[src/rtl/lcb_defs.svh]
`ifndef LCB_DEFS_SVH
`define LCB_DEFS_SVH
// Register offsets
`define LCB_OFF_CTRL        8'h00
`define LCB_OFF_PRESCALE    8'h01
`define LCB_OFF_LADDER      8'h02
`define LCB_OFF_STATUS      8'h03
`define LCB_OFF_PIXEL0      8'h10
`define LCB_PIXEL_REGS      4
// Control register fields
`define LCB_CTRL_SRC_LSB    0
`define LCB_CTRL_HALF_BIAS  2
`define LCB_CTRL_STATIC     3
`define LCB_CTRL_ENABLE     7
`define LCB_CTRL_RESET      8'h00
// Ladder register fields
`define LCB_LAD_ALEN_LSB    0
`define LCB_LAD_BPWR_LSB    4
`define LCB_LAD_APWR_LSB    6
`define LCB_LAD_RESET       8'h00
`define LCB_PRESCALE_RESET  4'h0
// Fixed divider ratios
`define LCB_SYS_DIV         256
`define LCB_BASE_DIV        32
`endif

[src/rtl/lcb_pkg.sv]
package lcb_pkg;
   typedef enum logic [1:0] {
      LCB_SRC_SYSDIV,
      LCB_SRC_XTAL,
      LCB_SRC_LFOSC,
      LCB_SRC_RSVD
   } lcb_src_t;
   typedef enum logic [1:0] {
      LCB_PWR_OFF,
      LCB_PWR_LOW,
      LCB_PWR_MED,
      LCB_PWR_HIGH
   } lcb_pwr_t;
   typedef enum logic [1:0] {
      LCB_BIAS_STATIC,
      LCB_BIAS_HALF,
      LCB_BIAS_THIRD
   } lcb_bias_t;
endpackage

[src/rtl/lcb_core.sv]
// Functional notes
// - Pixel bit one dark, zero clear
// - Three frame clock sources, two-bit select
// - System clock divided by fixed 256
// - Four-bit prescaler, ratios 1:1 to 1:16
// - Prescaler count hidden from software
// - Oscillator sources keep running in sleep
// - Static, half and third bias supported
// - Half bias shorts middle ladder resistor
// - Inactive display forces ladder off
// - Ladder low, medium, high or off
// - Mode A after transition, then B
// - Three-bit interval A length, zero none
// - Interval timed by five-bit base prescaler, crystal and LFOSC sources only
// - Power code 00 off, 01 low
//
// The strobed register port and the placing of the registers were chosen for this implementation.
`timescale 1ns/1ps
`include "lcb_defs.svh"
module lcb_core (
   input  wire logic        clock,
   input  wire logic        rst,
   input  wire logic        ce,
   input  wire logic [7:0]  addr,
   input  wire logic [7:0]  wdata,
   input  wire logic        wr,
   input  wire logic        rd,
   output logic      [7:0]  rdata,
   input  wire logic        sleep,
   input  wire logic        xtal_clk,
   input  wire logic        lfosc_clk,
   output logic      [31:0] pixel_bit,
   output logic      [1:0]  ladder_power,
   output logic             ladder_connected,
   output logic             ladder_mid_short,
   output logic      [1:0]  bias_mode,
   output logic             display_active_flag,
   output logic             frame_tick,
   output logic      [1:0]  frame_phase
);
   localparam int NPIX = `LCB_PIXEL_REGS;

   typedef struct packed {
      logic [7:0]            ctrl;
      logic [3:0]            prescale;
      logic [7:0]            ladder;
      logic [NPIX-1:0][7:0]  pixels;
      logic [7:0]            rdata;
      logic                  active;
      logic [1:0]            phase;
      logic [2:0]            a_count;
      logic                  in_a;
   } lcb_st_t;
   lcb_st_t st_reg;
   lcb_st_t st_next;

   logic            xtal_tick;
   logic            lf_tick;
   logic            sys_tick;
   logic            src_tick;
   logic            fr_tick;
   logic            base_tick;
   logic            xl_tick;
   logic            run_ok;
   lcb_pkg::lcb_src_t src;
   lcb_pkg::lcb_pwr_t pwr_a;
   lcb_pkg::lcb_pwr_t pwr_b;
   lcb_pkg::lcb_pwr_t pwr_sel;

   lcb_sync u_sync_xtal (
      .clock    (clock),
      .rst      (rst),
      .ce       (ce),
      .async_in (xtal_clk),
      .rise     (xtal_tick)
   );

   lcb_sync u_sync_lf (
      .clock    (clock),
      .rst      (rst),
      .ce       (ce),
      .async_in (lfosc_clk),
      .rise     (lf_tick)
   );

   lcb_divider #(.WIDTH(8)) u_sysdiv (
      .clock    (clock),
      .rst      (rst),
      .ce       (ce),
      .tick_in  (1'b1),
      .limit    (8'((`LCB_SYS_DIV) - 1)),
      .tick_out (sys_tick)
   );

   assign src = lcb_pkg::lcb_src_t'(st_reg.ctrl[`LCB_CTRL_SRC_LSB +: 2]);

   // Only oscillator sources run in sleep
   assign run_ok = !sleep || (src == lcb_pkg::LCB_SRC_XTAL) || (src == lcb_pkg::LCB_SRC_LFOSC);

   always_comb begin
      case (src)
         lcb_pkg::LCB_SRC_SYSDIV: src_tick = sys_tick;
         lcb_pkg::LCB_SRC_XTAL:   src_tick = xtal_tick;
         lcb_pkg::LCB_SRC_LFOSC:  src_tick = lf_tick;
         default:                 src_tick = 1'b0;
      endcase
   end

   lcb_divider #(.WIDTH(4)) u_presc (
      .clock    (clock),
      .rst      (rst),
      .ce       (ce),
      .tick_in  (src_tick && run_ok && st_reg.active),
      .limit    (st_reg.prescale),
      .tick_out (fr_tick)
   );

   // Base-rate divider sets interval A steps
   lcb_divider #(.WIDTH(5)) u_base (
      .clock    (clock),
      .rst      (rst),
      .ce       (ce),
      .tick_in  (xl_tick),
      .limit    (5'((`LCB_BASE_DIV) - 1)),
      .tick_out (base_tick)
   );
   assign xl_tick = (src == lcb_pkg::LCB_SRC_SYSDIV) ? 1'b0 : (src_tick && run_ok && st_reg.active);

   assign pwr_a = lcb_pkg::lcb_pwr_t'(st_reg.ladder[`LCB_LAD_APWR_LSB +: 2]);
   assign pwr_b = lcb_pkg::lcb_pwr_t'(st_reg.ladder[`LCB_LAD_BPWR_LSB +: 2]);

   always_comb begin
      st_next       = st_reg;
      st_next.rdata = st_reg.rdata;
      if (wr) begin
         case (addr)
            `LCB_OFF_CTRL:     st_next.ctrl = wdata;
            `LCB_OFF_PRESCALE: st_next.prescale = wdata[3:0];
            `LCB_OFF_LADDER:   st_next.ladder = {wdata[7:4], 1'b0, wdata[2:0]};
            default: begin
               for (int i = 0; i < NPIX; i++) begin
                  if (addr == 8'(`LCB_OFF_PIXEL0 + i)) begin
                     st_next.pixels[i] = wdata;
                  end
               end
            end
         endcase
      end
      if (rd) begin
         case (addr)
            `LCB_OFF_CTRL:     st_next.rdata = st_reg.ctrl;
            `LCB_OFF_PRESCALE: st_next.rdata = {4'h0, st_reg.prescale};
            `LCB_OFF_LADDER:   st_next.rdata = st_reg.ladder;
            `LCB_OFF_STATUS:   st_next.rdata = {st_reg.active, st_reg.in_a, 4'h0, st_reg.phase};
            default: begin
               st_next.rdata = 8'h00;
               for (int i = 0; i < NPIX; i++) begin
                  if (addr == 8'(`LCB_OFF_PIXEL0 + i)) begin
                     st_next.rdata = st_reg.pixels[i];
                  end
               end
            end
         endcase
      end
      st_next.active = st_reg.ctrl[`LCB_CTRL_ENABLE];
      // Frame phase steps on prescaler ticks
      if (fr_tick) begin
         st_next.phase   = st_reg.phase + 2'h1;
         st_next.a_count = st_reg.ladder[`LCB_LAD_ALEN_LSB +: 3];
         st_next.in_a    = (st_reg.ladder[`LCB_LAD_ALEN_LSB +: 3] != 3'h0);
      end else if (base_tick && st_reg.in_a) begin
         st_next.a_count = st_reg.a_count - 3'h1;
         st_next.in_a    = (st_reg.a_count > 3'h1);
      end
      if (!st_reg.active) begin
         st_next.in_a  = 1'b0;
         st_next.phase = 2'h0;
      end
   end

   always_ff @(posedge clock) begin
      if (rst) begin
         st_reg          <= '0;
         st_reg.ctrl     <= `LCB_CTRL_RESET;
         st_reg.ladder   <= `LCB_LAD_RESET;
         st_reg.prescale <= `LCB_PRESCALE_RESET;
      end else if (ce) begin
         st_reg <= st_next;
      end
   end

   // Select ladder mode for current interval
   assign pwr_sel = st_reg.in_a ? pwr_a : pwr_b;

   always_comb begin
      if (!st_reg.active) begin
         ladder_power = lcb_pkg::LCB_PWR_OFF;
      end else begin
         ladder_power = pwr_sel;
      end
   end
   assign ladder_connected = (ladder_power != lcb_pkg::LCB_PWR_OFF);

   always_comb begin
      if (st_reg.ctrl[`LCB_CTRL_STATIC]) begin
         bias_mode = lcb_pkg::LCB_BIAS_STATIC;
      end else if (st_reg.ctrl[`LCB_CTRL_HALF_BIAS]) begin
         bias_mode = lcb_pkg::LCB_BIAS_HALF;
      end else begin
         bias_mode = lcb_pkg::LCB_BIAS_THIRD;
      end
   end
   assign ladder_mid_short = ladder_connected && (bias_mode == lcb_pkg::LCB_BIAS_HALF);

   // Pixel bits drive dark when one
   assign pixel_bit           = st_reg.pixels;
   assign rdata               = st_reg.rdata;
   assign display_active_flag = st_reg.active;
   assign frame_tick          = fr_tick;
   assign frame_phase         = st_reg.phase;
endmodule

[src/rtl/lcb_sync.sv]
`timescale 1ns/1ps
module lcb_sync (
   input  wire logic clock,
   input  wire logic rst,
   input  wire logic ce,
   input  wire logic async_in,
   output logic      rise
);
   typedef struct packed {
      logic [2:0] pipe;
      logic       level;
   } lcb_sync_st_t;
   lcb_sync_st_t st_reg;
   lcb_sync_st_t st_next;

   always_comb begin
      st_next      = st_reg;
      st_next.pipe = {st_reg.pipe[1:0], async_in};
      if (st_reg.pipe[2] == st_reg.pipe[1]) begin
         st_next.level = st_reg.pipe[1];
      end
   end

   always_ff @(posedge clock) begin
      if (rst) begin
         st_reg <= '0;
      end else if (ce) begin
         st_reg <= st_next;
      end
   end

   assign rise = ce && (st_reg.pipe[2] == st_reg.pipe[1]) && st_reg.pipe[1] && !st_reg.level;
endmodule

[src/rtl/lcb_divider.sv]
`timescale 1ns/1ps
module lcb_divider #(
   parameter int WIDTH = 8
) (
   input  wire logic             clock,
   input  wire logic             rst,
   input  wire logic             ce,
   input  wire logic             tick_in,
   input  wire logic [WIDTH-1:0] limit,
   output logic                  tick_out
);
   typedef struct packed {
      logic [WIDTH-1:0] count;
   } lcb_div_st_t;
   lcb_div_st_t st_reg;
   lcb_div_st_t st_next;

   always_comb begin
      st_next = st_reg;
      if (tick_in) begin
         if (st_reg.count >= limit) begin
            st_next.count = '0;
         end else begin
            st_next.count = st_reg.count + 1'b1;
         end
      end
   end

   always_ff @(posedge clock) begin
      if (rst) begin
         st_reg <= '0;
      end else if (ce) begin
         st_reg <= st_next;
      end
   end

   assign tick_out = ce && tick_in && (st_reg.count >= limit);
endmodule

[config.mk]
export PLATFORM = sky130hd
export DESIGN_NAME = lcb_core
export DESIGN_NICKNAME = d
export VERILOG_FILES = /design/src/rtl/lcb_pkg.sv /design/src/rtl/lcb_core.sv /design/src/rtl/lcb_sync.sv /design/src/rtl/lcb_divider.sv
export VERILOG_INCLUDE_DIRS = /design/src /design/src/rtl
export SDC_FILE = /design/constraint.sdc
export NUM_CORES = 1
export LEC_CHECK = 0
export ABC_AREA = 1
export BUFFER_PORTS_ARGS = -buffer_cell sky130_fd_sc_hd__clkbuf_2
export CAP_MARGIN = 5
export CORE_MARGIN = 10
export CORE_UTILIZATION = 25
export DETAILED_ROUTE_END_ITERATION = 10
export PLACE_DENSITY_LB_ADDON = 0.25
export REMOVE_ABC_BUFFERS = 1
export SETUP_SLACK_MARGIN = 0.02
export SLEW_MARGIN = 20
export SYNTH_ARGS = -nofsm -noshare
export SYNTH_HDL_FRONTEND = slang
export SYNTH_SLANG_ARGS = --single-unit
[constraint.sdc]
create_clock -name clock -period 2.5 [get_ports clock]
set_input_delay 0.375 -clock clock [delete_from_list [all_inputs] [get_ports clock]]
set_output_delay 0.375 -clock clock [all_outputs]
set_load 0.02 [all_outputs]
==> results.json <==
{
  "synth_edf_count": 0,
  "slew_violations": 0,
  "die_h_um": 156,
  "postCtsSetupRepairBufs": 0,
  "ir_worst_vdd_v": 0.000354,
  "clockBufferDepth": 2,
  "p_comb_frac": 0.058,
  "ios": 74,
  "tns_ps": 0,
  "startpoint": "st_reg[58]$_SDFFE_PP0P_",
  "ys_seq_elements": 91,
  "outcome": "completed",
  "dpl_cell_area_mm2": 0.00494,
  "area_delta_synth_final_pct": 13.3,
  "clock_skew_ps": 6.93,
  "grt_pass1_vias": 3789,
  "p_clk_frac": 0.468,
  "drt_pre_antenna_iters": 4,
  "drive_above_1_share": 0.189,
  "p_per_area_mw_per_mm2": 596,
  "clock-sinks": 91,
  "slew_headroom": 0.606,
  "switching_share": 0.220,
  "start_util": 0.257,
  "pwr-share-seq": 0.474,
  "end_kind": "output pin",
  "synthFlopType": "dfxtp_1",
  "num_vias": 3937,
  "antenna_left": 0,
  "arrival_ps": 1880,
  "rows": 49,
  "r2r_start": "st_reg[58]$_SDFFE_PP0P_",
  "numPortBuffers": 73,
  "path_max_fanout": 8,
  "fin_crit_ps": 2260,
  "r2r_cells": 9,
  "p_leak_nw": 2.18,
  "ys_types": 40,
  "rsz0062_at_grt": "false",
  "drt-total-wl_um": 12600,
  "cap_violations": 0,
  "final_hold_viol_count": 0,
  "drc": 0,
  "cts.clk_slew.worst_paths_ps": 60,
  "synth_area_mm2": 0.00464,
  "min_path_type": "primary input to register",
  "ys_warn_count": 0,
  "grt_max_degree": 44,
  "mostFrequentLayoutCells": "nand2_1 (109), dfxtp_1 (91), clkbuf_2 (73)",
  "fp.dieW_um": 156,
  "place.gp.congestion": 0.775,
  "final.period_utilization": 0.903,
  "coreArea_mm2": 0.0181,
  "cts_tree": "built",
  "cts_htree_levels": 3,
  "grt_antenna_before_repair": 0,
  "synth-async-reset-ratio": 0,
  "first_iter_violations": 233,
  "p_switching_w": 0.000690,
  "start_kind": "register",
  "clock.fmax_mhz": 443,
  "holdBufCountCts": 0,
  "netlist_instances": 633,
  "finalSetupViolations": 0,
  "avgViaCountPerCell": 4.39,
  "worstSkewPairLatency_ps": 350,
  "dp_hpwl_um": 9470,
  "numCtsBuffers": 9,
  "internal_power_w": 0.00245,
  "avgSynthCellArea_um2": 7.33,
  "wl_per_cell_um": 14.0,
  "critPathKind": "register to output pin",
  "hp-start": "xtal_clk",
  "hold_path_end": "u_sync_xtal.st_next[2]$_SDFFE_PP0P_",
  "largest_register_ffs": 32,
  "n_antenna_cell": 0,
  "post_cts_resized": 0,
  "mostFrequentLayoutCell": "nand2_1",
  "grt.total_usage": 0.106,
  "r2r_slack_ps": 720,
  "worst_slew_pin_slew_ps": 589,
  "cts_root_buf": "clkbuf_16",
  "r2r-end": "st_reg[1]$_SDFFE_PP0P_",
  "grt-ovfl-total": 0,
  "grt_pass1_wl_um": 20500,
  "die-area_mm2": 0.0244,
  "seq_area_frac_synth": 0.393,
  "hold_depth": 3,
  "postLayoutCellArea_mm2": 0.00526,
  "worstPathRequired_ps": 2120,
  "fin_nets": 699
}
[worst max-delay path, cell delays in order, from the launching register on]
cell and delay, ps:
dfxtp_1 330, inv_1 60, ha_1 290, nand2_1 50, inv_1 60, nand3_1 60, nand3_1 220, nand3_4 150
inv_2 120, clkbuf_2 190
[worst max path at each step]
stage                            end  slack, ps
floorplan           ladder_mid_short        560
global placement          frame_tick        590
detailed placement        frame_tick        540
CTS                       frame_tick        210
global route              frame_tick         50
finish                    frame_tick        240
[kinds of logic (layout without fill, tap and decap cells)]
| family | count (synthesis) | count (layout) | share of synthesized area |
|---|---|---|---|
| xor+xnor | 5 | 5 | 0.00944 |
| flops | 91 | 91 | 0.393 |
| fa+ha+maj | 10 | 10 | 0.0270 |
| compound gates | 143 | 143 | 0.170 |
| simple gates | 256 | 256 | 0.256 |
| buf+inv | 128 | 163 | 0.145 |
[metrics by stage]
stage / std cells / util / setup slack (ps) / power (W) / hold WS, ps
floorplan: 571 / - / 556 / 0.00161 / 438
global route: 897 / 0.291 / 50.2 / 0.00326 / 268
detailed placement: 883 / 0.273 / 542 / 0.00170 / 454
global placement: 883 / 0.273 / 589 / 0.00171 / 452
CTS: 897 / 0.291 / 213 / 0.00318 / 241
finish: 897 / 0.291 / 243 / 0.00314 / 250
[metal layers]
metal / vias to the layer above / track usage / share of wire
met4: 0 / 0.0319 / 0.011
met2: 55 / 0.173 / 0.48
met1: 1775 / 0.133 / 0.47
met3: 9 / 0.0277 / 0.036
met5: - / 0 / 0
li1: 2098 / - / -
[cells in the mapped netlist (all sizes together), types with 8 or more instances]
master	instances	area (um2)
a211oi	8	60.1
a21oi	65	340
buf	51	383
clkbuf	11	41.3
dfxtp	91	1820
ha	10	125
inv	66	248
nand2	113	444
nand3	36	210
nand4	17	106
nor2	80	345
o21ai	59	303
[power by group through the flow]
| stage | Sequential, W | Combinational [W] | Clock (W) |
|---|---|---|---|
| 2_1_floorplan | 0.00153 | 0.0000838 | 0 |
| 3_3_place_gp | 0.00152 | 0.000185 | 0 |
| 3_5_place_dp | 0.00152 | 0.000185 | 0 |
| 4_1_cts | 0.00149 | 0.000186 | 0.00151 |
| 5_1_grt | 0.00149 | 0.000205 | 0.00157 |
| 6_report | 0.00149 | 0.000182 | 0.00147 |
[cell type report]
type | count | area [um2]
inverter | 66 | 248
timing repair buffer | 83 | 440
fill | 1983 | 12800
clock inverter | 2 | 60.1
clock buffer | 12 | 256
sequential | 91 | 1820
tap | 229 | 287
multi-input combinational | 414 | 2150
Note: power is estimated with default switching activity, not from simulation.
